[src/crtw_pkg.sv]
package crtw_pkg;
  localparam int unsigned CRTW_ADDR_W = 13;
  localparam logic [12:0] CRTW_OFF_CTRL_STATUS = 13'h0008;
  localparam logic [12:0] CRTW_OFF_COUNT_VALUE = 13'h0009;
  localparam logic [12:0] CRTW_OFF_WDOG_CLEAR = 13'h1FF0;
  localparam int unsigned CRTW_POS_WRAP_FLAG = 7;
  localparam int unsigned CRTW_POS_PER_FLAG = 6;
  localparam int unsigned CRTW_POS_WRAP_IE = 5;
  localparam int unsigned CRTW_POS_PER_IE = 4;
  localparam int unsigned CRTW_POS_WRAP_CLR = 3;
  localparam int unsigned CRTW_POS_PER_CLR = 2;
  localparam int unsigned CRTW_POS_RATE_HI = 1;
  localparam int unsigned CRTW_POS_RATE_LO = 0;
  localparam int unsigned CRTW_POS_WDOG_CLR = 0;
  localparam logic [1:0] CRTW_RATE_RESET = 2'h3;
  localparam int unsigned CRTW_PRESCALE = 4;
  localparam int unsigned CRTW_CHAIN_W = 22;
  localparam int unsigned CRTW_POR_RELEASE_COUNT = 4064;
  localparam int unsigned CRTW_INT_RESET_CYCLES = 4;
  typedef struct packed {
    logic wrap_flag;
    logic periodic_flag;
    logic wrap_irq_enable;
    logic periodic_irq_enable;
    logic [1:0] rate_select;
  } crtw_ctrl_t;
endpackage : crtw_pkg

[src/crtw_core_timer.sv]
// Our own choice: register access over Avalon-MM.
`timescale 1ns/10ps
`default_nettype none
// Function
// [RULE1] counter clocked by bus clock over four
// [RULE2] count register read-only, returns present count
// [RULE3] wrap flag set on all-ones to zero
// [RULE4] wrap interrupt while flag and enable set
// [RULE5] writing bit 3 clears wrap flag
// [RULE6] wrap enable gates requests, reset clears
// [RULE7] wrap every 1024 bus cycles
// [RULE8] four more stages give divide by 16384
// [RULE9] three stages plus one-of-four tap selector
// [RULE10] watchdog counts selected periodic output by eight
// [RULE11] timeout between seven and eight periods
// [RULE12] timeout issues internal reset
// [RULE13] software writes zero to clear watchdog
// [RULE14] clear resets only divide-by-eight stage
// [RULE15] watchdog enable is a fixed option
// [RULE16] power-on clears chain, releases after 4064
// [RULE17] after release chain counts from zero
// [RULE18] external reset clears whole chain
// [RULE19] periodic flag set on tap, cleared by write
// [RULE20] rate codes select 2^14 to 2^17, reset ones
// [RULE21] stop entry and exit clear the chain
// [RULE22] count read has no side effects
module crtw_core_timer
  import crtw_pkg::*;
#(
  parameter bit WDOG_ENABLE = 1'b1,
  parameter int unsigned POR_COUNT = CRTW_POR_RELEASE_COUNT
)(
  input wire logic clk_sys_in,
  input wire logic reset_n_in,
  input wire logic ext_reset_in,
  input wire logic stop_in,
  input wire logic [12:0] avs_address_in,
  input wire logic avs_read_in,
  input wire logic avs_write_in,
  input wire logic [7:0] avs_writedata_in,
  output logic [7:0] avs_readdata_out,
  output logic avs_waitrequest_out,
  output logic wrap_irq_out,
  output logic periodic_irq_out,
  output logic internal_reset_out,
  output logic por_active_out
);
  logic [2:0] ext_sync;
  logic [2:0] stop_sync;
  logic ext_level;
  logic stop_level;
  logic [CRTW_CHAIN_W-1:0] chain;
  logic [12:0] por_cnt;
  logic por_busy;
  logic [1:0] rate_select;
  logic wrap_flag;
  logic periodic_flag;
  logic wrap_irq_enable;
  logic periodic_irq_enable;
  logic [2:0] wdog_div;
  logic [1:0] wdog_hold;
  logic ack;
  logic chain_clear;
  logic [CRTW_CHAIN_W-1:0] next_chain;
  logic wrap_event;
  logic tap_event;
  logic wdog_timeout;
  logic wr_ctrl;
  logic wr_wdog;
  crtw_ctrl_t status;

  function automatic logic tap_edge(input logic [CRTW_CHAIN_W-1:0] a,
                                    input logic [CRTW_CHAIN_W-1:0] b,
                                    input logic [1:0] sel);
    logic [4:0] idx;
    idx = 5'(13 + 32'(sel));
    tap_edge = a[idx] & ~b[idx];
  endfunction : tap_edge

  // pin synchronisers
  always_ff @(posedge clk_sys_in or negedge reset_n_in)
  begin
    if (!reset_n_in)
    begin
      ext_sync <= 3'h0;
      stop_sync <= 3'h0;
      ext_level <= 1'b0;
      stop_level <= 1'b0;
    end
    else
    begin
      ext_sync <= {ext_sync[1:0], ext_reset_in};
      stop_sync <= {stop_sync[1:0], stop_in};
      if (ext_sync[1] == ext_sync[2])
        ext_level <= ext_sync[2];
      if (stop_sync[1] == stop_sync[2])
        stop_level <= stop_sync[2];
    end
  end

  // power-on release counter
  always_ff @(posedge clk_sys_in or negedge reset_n_in)
  begin
    if (!reset_n_in)
    begin
      por_cnt <= 13'h0000;
      por_busy <= 1'b1;
    end
    else if (por_busy)
    begin
      if (32'(por_cnt) >= POR_COUNT - 1)
        por_busy <= 1'b0; // [RULE16]
      else
        por_cnt <= por_cnt + 13'h0001;
    end
  end

  assign chain_clear = (por_busy && 32'(por_cnt) >= POR_COUNT - 1)
                       || ext_level || stop_level; // [RULE16] [RULE18] [RULE21]
  // bits 1:0 prescale, 9:2 ripple count, 13:10 four stages, 16:14 rate stages
  assign next_chain = chain + 22'h000001; // [RULE1] [RULE8] [RULE9]
  assign wrap_event = &chain[9:0]; // [RULE3] [RULE7]
  assign tap_event = tap_edge(next_chain, chain, rate_select) && !chain_clear; // [RULE20]
  assign wr_ctrl = avs_write_in && !ack && avs_address_in == CRTW_OFF_CTRL_STATUS;
  assign wr_wdog = avs_write_in && !ack && avs_address_in == CRTW_OFF_WDOG_CLEAR;
  assign wdog_timeout = WDOG_ENABLE && !por_busy && tap_event
                        && wdog_div == 3'h7; // [RULE10] [RULE11] [RULE15]

  always_ff @(posedge clk_sys_in or negedge reset_n_in)
  begin
    if (!reset_n_in)
      chain <= 22'h000000;
    else if (chain_clear || internal_reset_out)
      chain <= 22'h000000; // [RULE17] [RULE18]
    else
      chain <= next_chain;
  end

  // control bits
  always_ff @(posedge clk_sys_in or negedge reset_n_in)
  begin
    if (!reset_n_in)
    begin
      rate_select <= CRTW_RATE_RESET; // [RULE20]
      wrap_irq_enable <= 1'b0; // [RULE6]
      periodic_irq_enable <= 1'b0;
    end
    else if (internal_reset_out || ext_level)
    begin
      rate_select <= CRTW_RATE_RESET;
      wrap_irq_enable <= 1'b0;
      periodic_irq_enable <= 1'b0;
    end
    else if (wr_ctrl)
    begin
      rate_select <= avs_writedata_in[CRTW_POS_RATE_HI:CRTW_POS_RATE_LO];
      wrap_irq_enable <= avs_writedata_in[CRTW_POS_WRAP_IE];
      periodic_irq_enable <= avs_writedata_in[CRTW_POS_PER_IE];
    end
  end

  // sticky flags, set wins over clear
  always_ff @(posedge clk_sys_in or negedge reset_n_in)
  begin
    if (!reset_n_in)
    begin
      wrap_flag <= 1'b0;
      periodic_flag <= 1'b0;
    end
    else if (internal_reset_out || ext_level)
    begin
      wrap_flag <= 1'b0; // [RULE5]
      periodic_flag <= 1'b0;
    end
    else
    begin
      if (wrap_event && !chain_clear)
        wrap_flag <= 1'b1; // [RULE3]
      else if (wr_ctrl && avs_writedata_in[CRTW_POS_WRAP_CLR])
        wrap_flag <= 1'b0; // [RULE5]
      if (tap_event)
        periodic_flag <= 1'b1; // [RULE19]
      else if (wr_ctrl && avs_writedata_in[CRTW_POS_PER_CLR])
        periodic_flag <= 1'b0; // [RULE19]
    end
  end

  // watchdog divide-by-eight and internal reset pulse
  always_ff @(posedge clk_sys_in or negedge reset_n_in)
  begin
    if (!reset_n_in)
    begin
      wdog_div <= 3'h0;
      wdog_hold <= 2'h0;
      internal_reset_out <= 1'b0;
    end
    else
    begin
      if (wdog_timeout)
      begin
        wdog_hold <= 2'(CRTW_INT_RESET_CYCLES - 1);
        internal_reset_out <= 1'b1; // [RULE12]
      end
      else if (wdog_hold != 2'h0)
        wdog_hold <= wdog_hold - 2'h1;
      else
        internal_reset_out <= 1'b0;
      if (chain_clear || internal_reset_out
          || (wr_wdog && !avs_writedata_in[CRTW_POS_WDOG_CLR]))
        wdog_div <= 3'h0; // [RULE13] [RULE14]
      else if (tap_event)
        wdog_div <= wdog_div + 3'h1; // [RULE10]
    end
  end

  assign status = '{wrap_flag, periodic_flag, wrap_irq_enable,
                    periodic_irq_enable, rate_select};

  // avalon slave: one wait cycle per access
  always_ff @(posedge clk_sys_in or negedge reset_n_in)
  begin
    if (!reset_n_in)
    begin
      ack <= 1'b0;
      avs_readdata_out <= 8'h00;
    end
    else
    begin
      ack <= (avs_read_in || avs_write_in) && !ack;
      if (avs_read_in && !ack)
      begin
        case (avs_address_in)
          CRTW_OFF_CTRL_STATUS: avs_readdata_out <= {status[5:2], 2'h0, status[1:0]};
          CRTW_OFF_COUNT_VALUE: avs_readdata_out <= chain[9:2]; // [RULE2] [RULE22]
          default: avs_readdata_out <= 8'h00;
        endcase
      end
    end
  end

  always_ff @(posedge clk_sys_in or negedge reset_n_in)
  begin
    if (!reset_n_in)
      avs_waitrequest_out <= 1'b1;
    else
      avs_waitrequest_out <= !((avs_read_in || avs_write_in) && !ack);
  end

  always_ff @(posedge clk_sys_in or negedge reset_n_in)
  begin
    if (!reset_n_in)
    begin
      wrap_irq_out <= 1'b0;
      periodic_irq_out <= 1'b0;
      por_active_out <= 1'b1;
    end
    else
    begin
      wrap_irq_out <= wrap_flag && wrap_irq_enable; // [RULE4] [RULE6]
      periodic_irq_out <= periodic_flag && periodic_irq_enable; // [RULE19]
      por_active_out <= por_busy;
    end
  end
endmodule : crtw_core_timer
`default_nettype wire

[config.mk]
export PLATFORM = sky130hd
export DESIGN_NAME = crtw_core_timer
export DESIGN_NICKNAME = d
export VERILOG_FILES = /design/src/crtw_pkg.sv /design/src/crtw_core_timer.sv
export SDC_FILE = /design/constraint.sdc
export NUM_CORES = 1
export LEC_CHECK = 0
export ABC_AREA = 1
export BUFFER_PORTS_ARGS = -buffer_cell sky130_fd_sc_hd__buf_2
export CORE_AREA = 2 2 103 105
export CTS_BUF_LIST = sky130_fd_sc_hd__clkbuf_8
export DETAILED_ROUTE_END_ITERATION = 10
export DIE_AREA = 0 0 105 107
export GPL_TIMING_DRIVEN = 0
export PLACE_DENSITY_LB_ADDON = 0.12
export RECOVER_POWER = 50
export SKIP_CTS_REPAIR_TIMING = 1
export SLEW_MARGIN = 20
export SYNTH_ARGS = -nofsm -noshare
export SYNTH_HDL_FRONTEND = slang
export SYNTH_SLANG_ARGS = --single-unit
[constraint.sdc]
create_clock -name clk_sys_in -period 5.3 [get_ports clk_sys_in]
set_input_delay 0.265 -clock clk_sys_in [delete_from_list [all_inputs] [get_ports clk_sys_in]]
set_output_delay 0.265 -clock clk_sys_in [all_outputs]
set_load 0.01 [all_outputs]
== After elaboration in Yosys (flattened, before gate mapping) ==
Cells that the tools add are included.

* $add $sub $neg: 5
* Order comparisons: 2
* Equal/unequal tests: 7
* Muxes and demuxes: 26
* Bitwise logic cells: 3
* Reductions and logical operators: 34

{| class="wikitable"
|+ Operators by type and width
! cell !! number
|-
| 13-bit by 4-bit equality test with 1-bit output (second input constant) || 2
|-
| 22-bit by 1-bit adder with 22-bit output (second input constant) || 1
|-
| 22-bit 2-to-1 mux || 1
|-
| 1-bit 2-to-1 mux || 16
|-
| 8-bit case mux with 2 select lines || 1
|-
| 1-bit logical AND || 15
|-
| 13-bit by 1-bit adder with 13-bit output (second input constant) || 1
|-
| 13-bit equality test (second input constant) || 1
|-
| 13-bit by 12-bit >= comparator with 1-bit output (second input constant) || 1
|-
| 1-bit binary-select mux with 5-bit select || 2
|-
| 10-bit AND reduction || 1
|-
| 2-bit 2-to-1 mux || 4
|-
| 2-bit nonzero test || 4
|-
| 1-bit logical OR || 6
|-
| 5-bit by 6-bit less-than comparator with 1-bit output (second input constant) || 1
|-
| 3-bit 2-to-1 mux || 2
|-
| 3-bit nonzero test || 2
|-
| 4-bit by 2-bit adder with 5-bit output (first input constant) || 1
|-
| 1-bit logical NOT || 5
|-
| 3-bit by 1-bit adder with 3-bit output (second input constant) || 1
|-
| 3-bit equality test (second input constant) || 1
|-
| 1-bit equality test || 2
|-
| 2-bit inequality test (second input constant) || 1
|-
| 1-bit inverter || 2
|-
| other kinds (3) || 3
|}

* Register bits: 69
* Input bits: 27
* Output and inout bits: 13

== Logic depth before layout (Yosys ltp) ==
Gate-level depths: netlist of the first run.

* Depth after elaboration: 9
* Gate-level depth with buffers: 12

== Worst setup path before layout of the first run ==
No wires, ideal clock.

* Path kind: reg2reg
* Start: register rate_select[0]
* End: register wdog_div[0]
* Arrival time: 1.590 ns
* Setup slack: 3.593 ns
* Cell stages (with the launch flop): 9
* Path buffers: 1
* Clock period less this slack: 1.707 ns
* Cell sequence: dfstp_2 > ha_1 > clkbuf_1 > o211ai_1 > nand4_1 > inv_1 > nand3_4 > nand3_1 > nand2_1

* Cells in the longest elaborated chain, start to end: 7
* Elaborated cells between the ends (all ways): 9
* Classes of those cells: 1 x add/sub; 4 x mux; 2 x bitwise; 2 x reduce/logical

{| class="wikitable"
|+ RTL lines
! element !! line !! RTL
|-
| start, declared || crtw_core_timer.sv:55 || <nowiki>logic [1:0] rate_select;</nowiki>
|-
| start signal, assigned || crtw_core_timer.sv:156 || <nowiki>rate_select <= avs_writedata_in[CRTW_POS_RATE_HI:CRTW_POS_RATE_LO];</nowiki>
|-
| 4-bit by 2-bit adder with 5-bit output (*) || crtw_core_timer.sv:76 || <nowiki>idx = 5'(13 + 32'(sel));</nowiki>
|-
| 1-bit binary-select mux with 5-bit select || crtw_core_timer.sv:77 || <nowiki>tap_edge = a[idx] & ~b[idx];</nowiki>
|-
| 1-bit 2-to-1 mux (implied by the code) || crtw_core_timer.sv:77 ||
|-
| 1-bit inverter || crtw_core_timer.sv:77 ||
|-
| 1-bit bitwise AND (*) || crtw_core_timer.sv:77 ||
|-
| 1-bit logical AND (*) || crtw_core_timer.sv:123 || <nowiki>assign tap_event = tap_edge(next_chain, chain, rate_select) && !chain_clear;</nowiki>
|-
| 2-bit nonzero test (no source line) (*) || n/a ||
|-
| end signal, assigned || crtw_core_timer.sv:212 || <nowiki>wdog_div <= wdog_div + 3'h1;</nowiki>
|-
| end, declared || crtw_core_timer.sv:60 || <nowiki>logic [2:0] wdog_div;</nowiki>
|}

Mark *: on every way between the ends. The rest lies on a longest branch, timed or not. The select of a mux whose other input is x is not followed.
A chain may end at the register's enable or synchronous reset.

== Final worst setup path of the first run ==
* Start: register chain[0]
* End: register wdog_div[2]

* Cells in the longest elaborated chain, start to end: 6
* Elaborated cells between the ends (all ways): 9
* Classes of those cells: 1 x add/sub; 4 x mux; 2 x bitwise; 2 x reduce/logical

{| class="wikitable"
|+ RTL lines
! element !! line !! RTL
|-
| start, declared || crtw_core_timer.sv:52 || <nowiki>logic [CRTW_CHAIN_W-1:0] chain;</nowiki>
|-
| start signal, assigned || crtw_core_timer.sv:136 || <nowiki>chain <= next_chain;</nowiki>
|-
| 22-bit by 1-bit adder with 22-bit output or 1-bit binary-select mux with 5-bit select (tied branches) || crtw_core_timer.sv:121, crtw_core_timer.sv:77 ||
|-
| 1-bit binary-select mux with 5-bit select or 1-bit 2-to-1 mux (tied branches) || crtw_core_timer.sv:77 ||
|-
| 1-bit 2-to-1 mux (implied by the code) or 1-bit inverter (tied branches) || crtw_core_timer.sv:77 ||
|-
| 1-bit bitwise AND (*) || crtw_core_timer.sv:77 ||
|-
| 1-bit logical AND (*) || crtw_core_timer.sv:123 ||
|-
| 2-bit nonzero test (no source line) (*) || n/a ||
|}

Marked as above.

==> impl_metrics.json, run 1 <==
{
  "synth-adder-area-share_pct": 2.75,
  "power_density_nw_per_um2": 283,
  "worst_skew_pair_latency_ns": 0.35,
  "grt_first_pass_wirelength_um": 12900,
  "cts_tree": "built",
  "slew_violations": 29,
  "seq_cells_post_synth": 67,
  "worstPathArrival_ns": 2.17,
  "synth_compound_gate_area_share_pct": 8.13,
  "synth_area_um2": 3460,
  "layout.cells.most_common_list": "nand2_1, dfrtp_1, inv_1, buf_2, nor2_1",
  "tns_ns": 0,
  "yosysWarningCount": 0,
  "yosysTopAreaCell": "dfrtp_1",
  "cap_viol_max_count": 1,
  "grt_max_degree": 40,
  "ant_nets": 0,
  "timing.final.ws_setup_ns": 3.37,
  "critPathBufInv": 0,
  "leakage_power_uw": 0.00183,
  "postSynthCellCount": 390,
  "ys_async_sr_fraction_pct": 100,
  "run_status": "complete, but fails checks",
  "cts-buffers-inserted": 9,
  "antenna_cells": 0,
  "routed_via_density": 4.66,
  "fin_crit_sh_pct": 36.3,
  "synthMuxAreaShare_pct": 1.63,
  "fp.dieH_um": 107,
  "multiInputGateArea_um2": 1560,
  "floorplan.die_area_um2": 11200,
  "worstPathRequired_ns": 5.54,
  "postSynthNetCount": 423,
  "top_level_ports": 40,
  "report.final.hold_viol_count": 0,
  "clock-root-buffer": "clkbuf_8",
  "core_area_um2": 10100,
  "cts_num_sinks": 67,
  "fillCellCount": 1079,
  "groute.usage.overall_pct": 14.7,
  "placement.setup.worst_slack_ns": 3.36,
  "yosys.cell_types.count": 40,
  "drc_errors": 0,
  "grt.overflow.total": 0,
  "tightest_slew_ns": 1.69,
  "layout_commonest_cell": "nand2_1",
  "min-delay-path-class": "in -> reg",
  "worst_clock_skew_ns": 0.0150,
  "cts-htree-levels": 3,
  "yosys.area_share.simple_pct": 28.2,
  "area_delta_synth_final_pct": 17.2,
  "endpoint_kind": "register",
  "post-dp-hpwl_um": 5690,
  "gp_congestion": 0.781,
  "crit_path_top_delay_cell": "dfrtp_1",
  "site_rows": 37,
  "first_global_vias": 2692,
  "die-width_um": 105,
  "final_layout_size_suffix_gt1_share_pct": 22.8,
  "worst-setup-path-type": "reg -> reg",
  "yosys.area_share.xor_xnor_pct": 4.30,
  "clock.fmax_mhz": 519,
  "worstPathMaxFanout": 6,
  "finalCoreUtilization_pct": 40.2,
  "yosysSeqAreaShare_pct": 48.6,
  "antenna_violations_before_repair": 0,
  "synth_top_family_by_area": "simple AND/OR/NAND/NOR gates",
  "failing_checks": "capacitance limit, slew limit",
  "hold-worst-slack_ns": 0.161,
  "routed_wire_length_per_instance_um": 13.0,
  "grt_setup_unrepaired": "false",
  "num-nets-final": 475,
  "route.vias.total": 2714,
  "total_routed_length_um": 7570,
  "synth.top_cell.area_share_pct": 44.8,
  "layout_min_cycle_time_ns": 1.93,
  "avgSynthCellArea_um2": 8.88,
  "ir_drop_mv": 0.106,
  "crit_path_max_incr_delay_ns": 0.40,
  "min_from": "avs_writedata_in[4]",
  "netlist_top_cells_area": "dfrtp_1, nand2_1, inv_1",
  "drt_iter0_markers": 152,
  "port_buffers": 37,
  "total_power_uw": 1150,
  "critPathLaunchType": "register",
  "seqCellArea_um2": 1680,
  "cells_along_the_critical_path": "ha_1, nand2_2, nor2_4, nand2_2, nor2_1, nand2_1, nand3_2, nand3_2, nand3_4, nand3_4, nand3_1, nand2_1",
  "max_slew_headroom_pct": -12.9,
  "synth-edff-count": 0,
  "clkTransAtPathRegs_ns": 0.08,
  "regToRegStartpoint": "chain[0]$_DFF_PN0_",
  "main_synth_ff_type": "dfrtp_1",
  "setup_viol": 0,
  "drt_pre_antenna_iters": 4,
  "path_delay_family": "simple AND/OR/NAND/NOR gates",
  "cts.path.max_buffers": 2,
  "timing.critical_path.from": "chain[0]$_DFF_PN0_",
  "initial_utilization_pct": 34.3
}
area by class of cell:
class,count,share of cell area [%]
Multi-Input combinational cell,266,38.4
Clock buffer,9,3.05
Clock inverter,7,1.70
Sequential cell,67,41.5
Inverter,51,4.72
Tap cell,136,4.19
Buffer,6,0.709
Timing Repair Buffer,41,5.76
worst register-to-register path, cell delays in order, from the launching register on:
cell     delay (ns)
dfrtp_1        0.40
ha_1           0.23
nand2_2        0.09
nor2_4         0.20
nand2_2        0.14
nor2_1         0.12
nand2_1        0.09
nand3_2        0.08
nand3_2        0.10
nand3_4        0.12
nand3_4        0.12
nand3_1        0.09
nand2_1        0.05
path summary, 6_finish.rpt:
kind                                                   endpoint  slack, ns  depth (start not counted)
worst min register to register           stop_sync[1]$_DFF_PN0_       0.35                          0
worst min-delay path            periodic_irq_enable$_DFFE_PN0P_       0.16                          3
worst max register to register          wdog_div[2]$_DFFE_PN0P_       3.37                         12
max in group asynchronous            rate_select[0]$_DFFE_PN1P_       3.41                          3
min in group asynchronous                   chain[10]$_DFF_PN0_       0.89                          2
worst max-delay path                    wdog_div[2]$_DFFE_PN0P_       3.37                         12
cell usage after synthesis, types with 2 or more instances:
master / number
nand4_1: 10
clkbuf_1: 3
inv_1: 50
nor3_1: 2
a21oi_1: 13
nor2_2: 7
nand2_1: 76
dfstp_2: 5
o21ai_0: 15
mux2_2: 5
o21ai_1: 2
a21o_1: 2
nand3_2: 6
xnor2_1: 3
nand3_1: 30
ha_1: 6
nand3_4: 3
o31ai_1: 2
dfrtp_1: 62
nor3_2: 2
buf_2: 2
xor2_1: 14
o21ai_2: 5
nand2_2: 4
o211ai_1: 4
nor2_4: 6
nor4_1: 3
nor2_1: 34
o22ai_1: 2
maj3_1: 2
report_power, final:
group	total [µW]	switching [µW]	internal [µW]
combinational	171	107	64.1
sequential	550	13.6	536
clock	430	213	216
total	1150	334	817
metal layers:
layer  part of all wire [%]  vias up  global-route usage [%]  wire [µm]
met5                      0        -                       0          0
met4                    1.2        0                    5.43         92
li1                       -     1378                       -          -
met3                    3.8        7                    3.28        285
met2                     47       46                    24.4       3540
met1                     48     1283                    18.8       3650
per-stage QoR:
stage          cell area [µm²]  cells
2_1_floorplan             3460    390
3_3_place_gp              3820    563
3_5_place_dp              3840    564
4_1_cts                   4030    580
5_1_grt                   4060    583
6_report                  4060    583
registers in the layout (all words and copies together) (netlist names), 2 cells and up:
name	count
chain	20
por_cnt	13
avs_readdata_out	8
ext_sync	3
stop_sync	3
wdog_div	3
rate_select	2
wdog_hold	2
logic make-up after synthesis:
| kind of cell | after synthesis |
|---|---|
| compound gates | 47 |
| mux | 5 |
| buf+inv | 57 |
| fa+ha+maj | 8 |
| flops | 67 |
| xor+xnor | 17 |
| simple gates | 189 |
Power figures use the tool's default switching activity.
==> run 2: changes to the inputs <==
==> constraint.sdc (replaced) <==
create_clock -name clk_sys_in -period 1.9 [get_ports clk_sys_in]
set_input_delay 0.095 -clock clk_sys_in [delete_from_list [all_inputs] [get_ports clk_sys_in]]
set_output_delay 0.095 -clock clk_sys_in [all_outputs]
set_load 0.01 [all_outputs]
==> run 2 against run 1 <==
Effect of this change: the run ends with hold timing, setup timing left; largest power group unchanged; setup slack worse by 3.4 ns; largest cell class unchanged; via count is 2.5% higher; clock skew fell by 0.00093 ns; die area unchanged; global-route usage unchanged; critical path type unchanged.
==> impl_metrics.json, run 2 (synthesized netlist as in run 1, its figures left out) <==
{
  "drc_errors": 0,
  "biggest_register": "chain",
  "clkTransAtPathRegs_ns": 0.08,
  "finish.instance_area_um2": 4240,
  "regToRegStartpoint": "chain[0]$_DFF_PN0_",
  "worst_skew_pair_latency_ns": 0.36,
  "worst_clock_skew_ns": 0.0141,
  "grt_first_pass_wirelength_um": 12900,
  "antenna_cells": 0,
  "site_rows": 37,
  "routed_via_density": 4.65,
  "crit_path_frequent_cell": "nand3_4",
  "crit_path_max_incr_delay_ns": 0.42,
  "power_density_nw_per_um2": 763,
  "cells_along_the_critical_path": "ha_4, nand2_4, nor2_4, nand3_4, nor2_2, nand2_1, nand3_1, nand3_2, nand3_4, nand3_4, nand3_2, nand2_1",
  "cts-htree-levels": 3,
  "antenna_violations_before_repair": 0,
  "cts_num_sinks": 67,
  "endpoint_kind": "register",
  "detailed_place.area_um2": 3840,
  "worstPathMaxFanout": 6,
  "drt_iter0_markers": 130,
  "routed_wire_length_per_instance_um": 13.0,
  "initial_utilization_pct": 34.3,
  "fp.dieH_um": 107,
  "groute.usage.overall_pct": 14.7,
  "leakage_power_uw": 0.00194,
  "route.vias.total": 2783,
  "timing.final.ws_setup_ns": -0.0153,
  "cap_viol_max_count": 0,
  "clock-root-buffer": "clkbuf_8",
  "worstPathRequired_ns": 2.15,
  "layout_min_cycle_time_ns": 1.92,
  "final_layout_size_suffix_gt1_share_pct": 28.4,
  "timing.critical_path.from": "chain[0]$_DFF_PN0_",
  "ir_drop_mv": 0.323,
  "drt_pre_antenna_iters": 4,
  "worst-setup-path-type": "reg -> reg",
  "cts.path.max_buffers": 2,
  "tightest_slew_ns": 0.746,
  "critPathBufInv": 0,
  "critPathLaunchType": "register",
  "min-delay-path-class": "in -> reg",
  "layout.cells.most_common_list": "nand2_1, dfrtp_1, inv_1, buf_2, nor2_1",
  "core_area_um2": 10100,
  "placement.setup.worst_slack_ns": -0.0352,
  "grt_setup_unrepaired": "true",
  "area_delta_synth_final_pct": 22.3,
  "port_buffers": 37,
  "fin_crit_sh_pct": 101,
  "max_reg_flops": 20,
  "cts_tree": "built",
  "failing_checks": "hold timing, setup timing",
  "die-width_um": 105,
  "first_global_vias": 2692,
  "hold-worst-slack_ns": -0.0145,
  "worstPathArrival_ns": 2.16,
  "grt_max_degree": 40,
  "max_slew_headroom_pct": 50.3,
  "ant_nets": 0,
  "total_routed_length_um": 7800,
  "post-dp-hpwl_um": 5690,
  "floorplan.die_area_um2": 11200,
  "cts-buffers-inserted": 9,
  "top_level_ports": 40,
  "grt.overflow.total": 0,
  "slew_violations": 0,
  "path_delay_family": "simple AND/OR/NAND/NOR gates",
  "num-nets-final": 490,
  "crit_path_top_delay_cell": "dfrtp_1",
  "gp_congestion": 0.781,
  "report.final.hold_viol_count": 2,
  "tns_ns": -0.0318,
  "run_status": "complete, but fails checks",
  "clock.fmax_mhz": 522,
  "layout_commonest_cell": "nand2_1",
  "setup_viol": 3,
  "min_from": "avs_writedata_in[4]",
  "layout_top_registers": "chain (20), por_cnt (13), avs_readdata_out (8)"
}
## run 2: worst paths after layout
| check | slack (ns) | cells after the start | to |
|---|---|---|---|
| min reg2reg | 0.35 | 0 | stop_sync[1]$_DFF_PN0_ |
| min | -0.01 | 3 | periodic_irq_enable$_DFFE_PN0P_ |
| min in group asynchronous | 0.34 | 2 | chain[10]$_DFF_PN0_ |
| max reg2reg | -0.02 | 12 | wdog_div[1]$_DFFE_PN0P_ |
| max | -0.02 | 12 | wdog_div[1]$_DFFE_PN0P_ |
| max in group asynchronous | 0.48 | 3 | avs_waitrequest_out$_DFF_PN1_ |
## run 2: power breakdown
part | switching (µW) | internal (µW) | leakage [µW]
Sequential | 38.8 | 1500 | 0.000890
Clock | 591 | 603 | 0.000101
Combinational | 307 | 195 | 0.000953
## run 2: final cells by class
cell class                 instances  area, µm²
fill                            1066       5860
sequential                        67       1680
multi-input combinational        266       1630
timing repair buffer              57        343
inverter                          51        191
tap                              136        170
clock buffer                       9        124
clock inverter                     7       68.8
buffer                             5       27.5
## run 2: tightest hold or removal path: stages
cell and delay, ns:
buf_2 0.08, nand3_1 0.06, o21ai_0 0.07
## run 2: metal layers
metal / track usage (%) / wire (µm) / vias to the layer above
li1: - / - / 1410
met2: 24.4 / 3730 / 51
met1: 18.8 / 3670 / 1315
met3: 3.28 / 330 / 7
met4: 5.43 / 66 / 0
met5: 0 / 0 / -
## run 2: per-stage QoR
stage | utilization (%) | power (µW) | instances
finish | 42.0 | 3230 | 598
global route | 42.0 | 3420 | 598
CTS | 40.0 | 3260 | 580
detailed placement | 38.0 | 2050 | 564
global placement | 37.8 | 2040 | 563
floorplan | - | 1890 | 390
